$ cat src/verilog/tmr_consts.svh
// Timing constants and counter widths for the triple timer unit
`ifndef TMR_CONSTS_SVH
`define TMR_CONSTS_SVH
`define TMR_WIDTH      16
`define TMR_SVC_PERIOD 4
`define TMR_IN_LAT     6
`define TMR_OUT_LAT    6
`define TMR_CNT_RST    16'h0000
`define TMR_PIN_IDLE   1'b1
`endif

$ cat src/verilog/tmr_pkg.sv
// Types shared by the triple timer unit
package tmr_pkg;
  typedef logic [15:0] count_t;
  typedef enum logic [1:0] {
    CLK_INTERNAL = 2'h0,
    CLK_EXTERNAL = 2'h1,
    CLK_PRESCALE = 2'h2
  } clk_src_t;
endpackage

$ cat src/verilog/timer_core.sv
// One 16-bit timer channel with optional second maximum count
`timescale 1ns/1ps
module timer_core (
  input  wire logic        clk,
  input  wire logic        sys_rst,
  input  wire logic        ce,
  input  wire logic        enable,
  input  wire logic        tick,
  input  wire logic        dual_en,
  input  wire logic [15:0] max_a,
  input  wire logic [15:0] max_b,
  output logic             wrap_q,
  output logic             use_b_q,
  output logic [15:0]      count_q
);
  `include "tmr_consts.svh"
  logic at_max;
  assign at_max = (count_q == (use_b_q ? max_b : max_a));

  // Counter restarts after reaching the active maximum
  always_ff @(posedge clk) begin
    if (sys_rst) begin
      count_q <= `TMR_CNT_RST;
    end else if (ce && enable && tick) begin
      count_q <= at_max ? `TMR_CNT_RST : count_q + 16'h0001; // [RULE1] [RULE11]
    end
  end

  // Alternate between maxima; also marks the output level
  always_ff @(posedge clk) begin
    if (sys_rst) begin
      use_b_q <= 1'b0;
    end else if (ce) begin
      if (!dual_en) begin
        use_b_q <= 1'b0;
      end else if (enable && tick && at_max) begin
        use_b_q <= ~use_b_q; // [RULE12] [RULE13]
      end
    end
  end

  always_ff @(posedge clk) begin
    if (sys_rst) begin
      wrap_q <= 1'b0;
    end else if (ce) begin
      wrap_q <= enable && tick && at_max;
    end
  end
endmodule // timer_core

$ cat src/verilog/triple_timer_pwm_unit.sv
// Triple 16-bit timer unit with two pin timers and one internal prescaler
// Function
// [RULE1] Three independent timers, each 16-bit counter
// [RULE2] Timers A and B have in and out pins
// [RULE3] A and B count or time input events
// [RULE4] A and B drive single-shot or duty waveforms
// [RULE5] Timer C internal only, no pins
// [RULE6] Timer C can prescale timer A or B
// [RULE7] Timer C may raise a DMA request
// [RULE8] Each timer serviced every fourth clock
// [RULE9] Input events act within six clocks
// [RULE10] Output changes within six clocks of event
// [RULE11] Active maximum count ends each count cycle
// [RULE12] A and B alternate primary and secondary maxima
// [RULE13] Dual mode output level shows active maximum
// [RULE14] Input pins synchronised before edge detection
`timescale 1ns/1ps
module triple_timer_pwm_unit
  import tmr_pkg::*;
(
  input  wire logic             clk,
  input  wire logic             sys_rst,
  input  wire logic             ce,
  input  wire logic [2:0]       tmr_enable,
  input  wire tmr_pkg::clk_src_t a_src,
  input  wire tmr_pkg::clk_src_t b_src,
  input  wire logic             a_dual,
  input  wire logic             b_dual,
  input  wire logic             a_cont,
  input  wire logic             b_cont,
  input  wire logic             c_dma_en,
  input  wire tmr_pkg::count_t  a_max_a,
  input  wire tmr_pkg::count_t  a_max_b,
  input  wire tmr_pkg::count_t  b_max_a,
  input  wire tmr_pkg::count_t  b_max_b,
  input  wire tmr_pkg::count_t  c_max,
  input  wire logic             timer_a_in_pin,
  input  wire logic             timer_b_in_pin,
  output logic                  timer_a_out_pin,
  output logic                  timer_b_out_pin,
  output logic                  c_dma_req_q,
  output tmr_pkg::count_t       a_count,
  output tmr_pkg::count_t       b_count,
  output tmr_pkg::count_t       c_count
);
  import tmr_pkg::*;
  `include "tmr_consts.svh"

  // ****************************************
  // Pin synchronisers and edge detect
  // ****************************************
  logic [1:0] sa_q, sb_q;
  logic       pa_q, pb_q;
  logic       edge_a_q, edge_b_q;
  always_ff @(posedge clk) begin
    if (sys_rst) begin
      // Pins idle high on pull-ups; a low reset value would fake an edge
      sa_q <= {2{`TMR_PIN_IDLE}};
      sb_q <= {2{`TMR_PIN_IDLE}};
      pa_q <= `TMR_PIN_IDLE;
      pb_q <= `TMR_PIN_IDLE;
    end else if (ce) begin
      sa_q <= {sa_q[0], timer_a_in_pin}; // [RULE14]
      sb_q <= {sb_q[0], timer_b_in_pin}; // [RULE14]
      pa_q <= sa_q[1];
      pb_q <= sb_q[1];
    end
  end

  // Edges held until the next service slot so none is lost
  logic [1:0] slot_q;
  logic       slot_a, slot_b, slot_c;
  assign slot_a = (slot_q == 2'h0);
  assign slot_b = (slot_q == 2'h1);
  assign slot_c = (slot_q == 2'h2);

  always_ff @(posedge clk) begin
    if (sys_rst) begin
      edge_a_q <= 1'b0;
      edge_b_q <= 1'b0;
    end else if (ce) begin
      edge_a_q <= (sa_q[1] & ~pa_q) | (edge_a_q & ~slot_a); // [RULE3] [RULE9]
      edge_b_q <= (sb_q[1] & ~pb_q) | (edge_b_q & ~slot_b); // [RULE3] [RULE9]
    end
  end

  // ****************************************
  // Service slot rotation
  // ****************************************
  always_ff @(posedge clk) begin
    if (sys_rst) begin
      slot_q <= 2'h0;
    end else if (ce) begin
      slot_q <= slot_q + 2'h1; // [RULE8]
    end
  end

  // ****************************************
  // Timer C, prescaler and DMA source
  // ****************************************
  logic c_wrap, c_pend_a_q, c_pend_b_q;
  timer_core u_c (
    .clk     (clk),
    .sys_rst (sys_rst),
    .ce      (ce),
    .enable  (tmr_enable[2]),
    .tick    (slot_c),
    .dual_en (1'b0),
    .max_a   (c_max),
    .max_b   (c_max),
    .wrap_q  (c_wrap),
    .use_b_q (),
    .count_q (c_count)
  ); // [RULE5]

  // Wrap events wait for the consumer's slot
  always_ff @(posedge clk) begin
    if (sys_rst) begin
      c_pend_a_q <= 1'b0;
      c_pend_b_q <= 1'b0;
      c_dma_req_q <= 1'b0;
    end else if (ce) begin
      c_pend_a_q <= c_wrap | (c_pend_a_q & ~slot_a); // [RULE6]
      c_pend_b_q <= c_wrap | (c_pend_b_q & ~slot_b); // [RULE6]
      c_dma_req_q <= c_dma_en & c_wrap; // [RULE7]
    end
  end

  // ****************************************
  // Timers A and B
  // ****************************************
  function automatic logic pick(clk_src_t s, logic ext, logic pre);
    case (s)
      CLK_INTERNAL: pick = 1'b1;
      CLK_EXTERNAL: pick = ext;
      CLK_PRESCALE: pick = pre;
      default:      pick = 1'b0;
    endcase
  endfunction

  logic a_tick, b_tick, a_wrap, b_wrap, a_useb, b_useb;
  logic a_done_q, b_done_q;
  assign a_tick = slot_a & pick(a_src, edge_a_q, c_pend_a_q);
  assign b_tick = slot_b & pick(b_src, edge_b_q, c_pend_b_q);

  timer_core u_a (
    .clk     (clk),
    .sys_rst (sys_rst),
    .ce      (ce),
    .enable  (tmr_enable[0] & ~a_done_q),
    .tick    (a_tick),
    .dual_en (a_dual),
    .max_a   (a_max_a),
    .max_b   (a_max_b),
    .wrap_q  (a_wrap),
    .use_b_q (a_useb),
    .count_q (a_count)
  ); // [RULE1] [RULE2]

  timer_core u_b (
    .clk     (clk),
    .sys_rst (sys_rst),
    .ce      (ce),
    .enable  (tmr_enable[1] & ~b_done_q),
    .tick    (b_tick),
    .dual_en (b_dual),
    .max_a   (b_max_a),
    .max_b   (b_max_b),
    .wrap_q  (b_wrap),
    .use_b_q (b_useb),
    .count_q (b_count)
  ); // [RULE1] [RULE2]

  // Single-shot stops after one full cycle; clearing enable rearms it
  always_ff @(posedge clk) begin
    if (sys_rst) begin
      a_done_q <= 1'b0;
      b_done_q <= 1'b0;
    end else if (ce) begin
      if (!tmr_enable[0]) a_done_q <= 1'b0;
      else if (a_wrap && !a_cont && (!a_dual || !a_useb)) a_done_q <= 1'b1; // [RULE4]
      if (!tmr_enable[1]) b_done_q <= 1'b0;
      else if (b_wrap && !b_cont && (!b_dual || !b_useb)) b_done_q <= 1'b1; // [RULE4]
    end
  end

  // Dual mode: level shows active maximum; single mode: one-clock low pulse
  always_ff @(posedge clk) begin
    if (sys_rst) begin
      timer_a_out_pin <= 1'b1;
      timer_b_out_pin <= 1'b1;
    end else if (ce) begin
      timer_a_out_pin <= a_dual ? ~a_useb : ~a_wrap; // [RULE4] [RULE10] [RULE13]
      timer_b_out_pin <= b_dual ? ~b_useb : ~b_wrap; // [RULE4] [RULE10] [RULE13]
    end
  end
endmodule // triple_timer_pwm_unit

$ cat config.mk
export PLATFORM = sky130hd
export DESIGN_NAME = triple_timer_pwm_unit
export DESIGN_NICKNAME = d
export VERILOG_FILES = /design/src/verilog/tmr_pkg.sv /design/src/verilog/timer_core.sv /design/src/verilog/triple_timer_pwm_unit.sv
export VERILOG_INCLUDE_DIRS = /design/src /design/src/verilog
export SDC_FILE = /design/constraint.sdc
export NUM_CORES = 1
export LEC_CHECK = 0
export BUFFER_PORTS_ARGS = -buffer_cell sky130_fd_sc_hd__buf_2
export CAP_MARGIN = 5
export CORE_AREA = 2 2 83 104
export CTS_CLUSTER_DIAMETER = 60
export DETAILED_ROUTE_END_ITERATION = 10
export DIE_AREA = 0 0 85 106
export PLACE_DENSITY = 0.88
export SLEW_MARGIN = 20
export SYNTH_ARGS = -nofsm -noshare
export SYNTH_HDL_FRONTEND = slang
export SYNTH_SLANG_ARGS = --single-unit
$ cat constraint.sdc
create_clock -name clk -period 2.3 [get_ports clk]
set_input_delay 0.345 -clock clk [delete_from_list [all_inputs] [get_ports clk]]
set_output_delay 0.345 -clock clk [all_outputs]
set_load 0.01 [all_outputs]
-- Yosys cells after proc, flatten, opt, wreduce, memory -nomap -nowiden
Cells that the tools add are included.
- register bits after elaboration: 70
- logic and storage cells: 112
- add/sub/neg operators: 4
- equality and inequality tests: 13
- multiplexer cells: 17
- bitwise logic cells: 25
- reductions and logical operators: 31
- operators with widths (cell ; number):
    $mux 16 ; 5
    $add 16x1->16 const B ; 3
    $eq 16x16->1 ; 3
    $logic_and 1x1->1 ; 16
    $and 1x1->1 ; 11
    $mux 1 ; 10
    $not 1->1 ; 10
    $ne 2x1->1 const B ; 4
    $reduce_and 2->1 ; 4
    $eq 2x1->1 const B ; 3
    $eq 2x2->1 const B ; 3
    $logic_not 1->1 ; 6
    $logic_not 2->1 ; 3
    $pmux 1 s3 ; 2
    $or 1x1->1 ; 4
    $add 2x1->2 const B ; 1
    $logic_or 1x1->1 ; 2

-- Logic depth before layout (Yosys ltp)
- word-level depth: 7
- gate-level depth with buffers: 9

-- By module
Synthesis repeated with hierarchy kept, for this count alone.
- cell total of the unflattened synthesis: 489
- area, all modules: 4525.6 µm²
- by module, submodules not included (module ; instances ; cells an instance ; area each (µm²) ; sequential area each (µm²)):
    timer_core ; 3 ; 133 ; 1247.4 ; 360.3
    triple_timer_pwm_unit ; 1 ; 90 ; 783.3 ; 340.3

-- Worst setup path after synthesis
No wires, ideal clock.
- path kind: flip-flop to flip-flop
- from: register slot_q[0]
- to: register u_a.count_q[12]
- library setup time: 0.115 ns
- arrival: 1.907 ns
- data required time: 2.185 ns
- setup slack: 0.278 ns
- stages on the path, launching flop included: 9
- cells stage by stage: dfxtp_1 > inv_1 > ha_1 > nand4b_1 > a221oi_2 > nand4_1 > o21ai_1 > buf_4 > nor2_1
- word-level cells in the longest chain between the ends: 3
- ends and longest elaborated chain (item ; line ; RTL):
    start: declaration ; triple_timer_pwm_unit.sv:71 ; logic [1:0] slot_q;
    start signal: assignment ; triple_timer_pwm_unit.sv:94 ; slot_q <= slot_q + 2'h1;
    $logic_not 2->1 ; triple_timer_pwm_unit.sv:73 ; assign slot_a = (slot_q == 2'h0);
    $and 1x1->1 ; triple_timer_pwm_unit.sv:143 ; assign a_tick = slot_a & pick(a_src, edge_a_q, c_pend_a_q);
    $logic_and 1x1->1 ; timer_core.sv:24 ; end else if (ce && enable && tick) begin
    end signal: assignment ; timer_core.sv:23 ; count_q <= `TMR_CNT_RST;
    end signal: assignment ; timer_core.sv:25 ; count_q <= at_max ? `TMR_CNT_RST : count_q + 16'h0001;
    end: declaration ; timer_core.sv:14 ; output logic [15:0] count_q
Every way passes these cells.
A chain may end at the register's enable or synchronous reset.

-- Worst setup path after layout
- from: register u_b.use_b_q
- to: register u_b.use_b_q
- word-level cells in the longest chain between the ends: 5
- elaborated cells on any way between the ends: 8
- ends and longest elaborated chain (item ; line ; RTL):
    start: declaration ; timer_core.sv:13 ; output logic use_b_q,
    start signal: assignment ; timer_core.sv:37 ; use_b_q <= ~use_b_q;
    $mux 16 ; timer_core.sv:18 ; assign at_max = (count_q == (use_b_q ? max_b : max_a));
    $eq 16x16->1 ; timer_core.sv:18 ;
    $logic_and 1x1->1 ; timer_core.sv:36 ; end else if (enable && tick && at_max) begin
    $ne 2x1->1 (no source line) ; - ;
    $reduce_and 2->1 (no source line) ; - ;
Parallel ways exist; a longest one is shown, timed or not. The select of a mux whose other input is x is not followed.

==> out/qor.txt <==
worst hold margin -> 0.2198 ns
gpl congestion -> 0.8659
Tightest Hold Check Type -> input pin to flop
most common cell after layout, fill and taps aside -> buf_2
clock skew -> 0.008481 ns
f_max -> 0.4607 GHz
dominant cell type by area after synthesis -> dfxtp_1
Placement Setup Slack -> 0.08078 ns
row count -> 37
FILL cells -> 669
CP endpoint kind -> flop
compound-cell area share of the yosys netlist -> 0.05341
worst-margin pin slew -> 0.5434 ns
Sinks on Clock Net -> 70
Cell Area, Synth -> 3913 um^2
largest family of logic cells by synthesized area -> simple AND/OR/NAND/NOR gates
crit share post-route -> 0.9438
Die Span X -> 85 um
CTS tree -> done
Clock Latency Late Sink -> 0.34 ns
Core ar. -> 8102 um^2
simple-gate share of the synthesized area -> 0.2251
vias per cell -> 5.233
ANT cells -> 0
final hold vios -> 0
# hold bufs at CTS -> 0
Slew headroom -> 0.6369
I/O pin count -> 148
commonest non-fill, non-tap cells in the layout -> 147 x buf_2, 69 x dfxtp_1, 63 x xnor2_1
Initial DRC Count -> 88
number of I/O port buffers -> 147
leakage power -> 2.089 nW
H-tree Lvls -> 3
pwr/cell area -> 487.4 nW/um^2
crit path launch type -> flop
area of the multi-input gates -> 2424 um^2
clock-pin slew on the worst setup and hold paths -> 0.07 ns
Final Setup Violations -> 0
Critical Path AT -> 2.42 ns
R2R setup slack -> 0.13 ns
largest net degree at the start of global routing -> 19
FF/Latch Area -> 1403 um^2
CP required -> 2.55 ns
vias in the first global route -> 3583
Reg2Reg Launch Point -> u_b.use_b_q
DR pass1 iterations -> 4
Worst Setup Path Type -> flop to flop
Tmin final -> 2.171 ns
Initial Utilization -> 0.4829
Vias -> 3689
DR DRC count -> 0
Post-Synth XOR/XNOR Area -> 0.2037
Synth Warn # -> 0
Peak VDD IR -> 290.2 uV
largest cells by area after synthesis -> dfxtp_1 36%, xnor2_1 14%, mux2i_1 10%, xor2_1 6.3%, nor2_1 5.8%
Synth top area share -> 0.3582
final setup margin -> 0.1292 ns
DIE AREA -> 9010 um^2
Hold Crit Start -> timer_a_in_pin
mux cell area share after synthesis -> 0.1055
register bit total from synthesis -> 70
Largest delay share family, worst path -> simple AND/OR/NAND/NOR gates
routed wire length -> 9.893 mm
Avg WL per Cell -> 14.03 um
Pins Over Slew Limit -> 0
Area growth syn-to-layout -> 29.45%
maximum clock insertion buffer count -> 2
outcome -> complete, no violations
initial antenna violation count -> 0
syn_nets -> 551
Crit. Startpoint -> u_b.use_b_q
final net count -> 706
CTS Root Cell -> clkbuf_8
global-route wire length before repair -> 16.02 mm
Post-Route Utilization -> 0.6252
CP max FO -> 18
syn avg cell area -> 8.733 um^2
Synth Area in Adders -> 0.01919
cell at the slowest stage of the critical path -> nor4_2
Mapped Cells -> 448
CP max stage delay -> 0.38 ns
Post-DRT Antenna Nets -> 0
worst path bufs/invs -> 1
total grt overflow -> 0
sequential area share after synthesis -> 0.3582
CP Cell Sequence -> buf_12, mux2i_1, xnor2_1, nor4_2, nand4_1, or3_1, a221oi_2
Num CTS Buffers -> 9
ratio of cells with drive above 1 in the final layout -> 0.3174
GR Util All Layers -> 0.2186
maxcap violations -> 0
Die Ht -> 106 um
hpwl dp -> 7.664 mm
Yosys cell types -> 37
## registers in the layout, indices dropped and copies added (netlist names), 2 cells and up
name and count:
sb_q 2, u_c.count_q 16, u_b.count_q 16, sa_q 2
u_a.count_q 16, slot_q 2
## kinds of logic (layout without fill, tap and decap cells)
family,Yosys count,count (layout)
AOI/OAI and AO/OA,31,31
xor gates and xnor gates,91,91
adders and majority gates,6,6
buffers and inverters,30,190
DFF,70,70
muxes,41,41
and+or+nand+nor,179,179
## cell usage after synthesis
cell type   n
nand2b_1    4
nor4_1      7
buf_2       4
nor3b_1     3
or2_2       1
and3_1      6
a221oi_2    2
nor2_1     60
o21ai_1     1
dfxtp_1    70
nor3_1      5
nor4b_1     1
clkbuf_1    8
or3_1       2
buf_6       2
o211ai_1    3
buf_4       1
xnor2_1    63
ha_1        6
nand3_1    19
xor2_1     28
and2_1      4
mux2_2      2
a21oi_1    11
o22ai_1     1
nand4b_1    1
o221a_2     2
nand4_1    17
nor2b_1     4
buf_1       3
and4_1      9
inv_1      12
mux2i_1    39
a211oi_1    2
o21ai_0     7
a32oi_1     2
nand2_1    36
## tightest hold or removal path, delay by kind of cell
kind	cells	cell delay, ns
buffers and inverters	1	0.08
AND/OR/NAND/NOR	1	0.06
multiplexers	1	0.06
## power by group
part / internal (W) / switching (W) / total, W
logic: 0.000133 / 0.000122 / 0.000254
registers: 0.00122 / 0.00000900 / 0.00123
clock network: 0.000532 / 0.000450 / 0.000982
## path summary, 6_finish.rpt
check,to,depth (start not counted)
max,u_b.use_b_q,7
min,sa_q[0],3
max reg2reg,u_b.use_b_q,7
min reg2reg,c_pend_a_q,2
## stage by stage
stage / total power (W) / TNS (ns) / cell area [um^2] / cells
after global routing: 0.002578 / -0.05728 / 5065 / 705
final: 0.002469 / 0 / 5065 / 705
after floorplan: 0.001384 / 0 / 3913 / 448
after CTS: 0.002492 / 0 / 5007 / 704
after detailed placement: 0.001505 / 0 / 4808 / 688
after global placement: 0.001495 / 0 / 4808 / 688
## layout make-up
cell class                 count  share of cell area
clock buffer                  11             0.02792
multi-input combinational    348              0.4785
timing repair buffer         162              0.1724
clock inverter                 5             0.01136
inverter                      12            0.008893
tap                           97             0.02396
sequential                    70              0.2769
## per-layer routing
metal / part of all wire / vias up / global-route usage
met5: 0 / - / 0
li1: - / 1833 / -
met3: 0.067 / 18 / 0.03960
met2: 0.51 / 159 / 0.3934
met1: 0.40 / 1679 / 0.2460
met4: 0.022 / 0 / 0.1020
## repair_timing
item	in CTS	in global routing
setup endpoints to repair	0	13
setup buffers	0	1
resized for setup	0	10
Power figures use the tool's default switching activity.
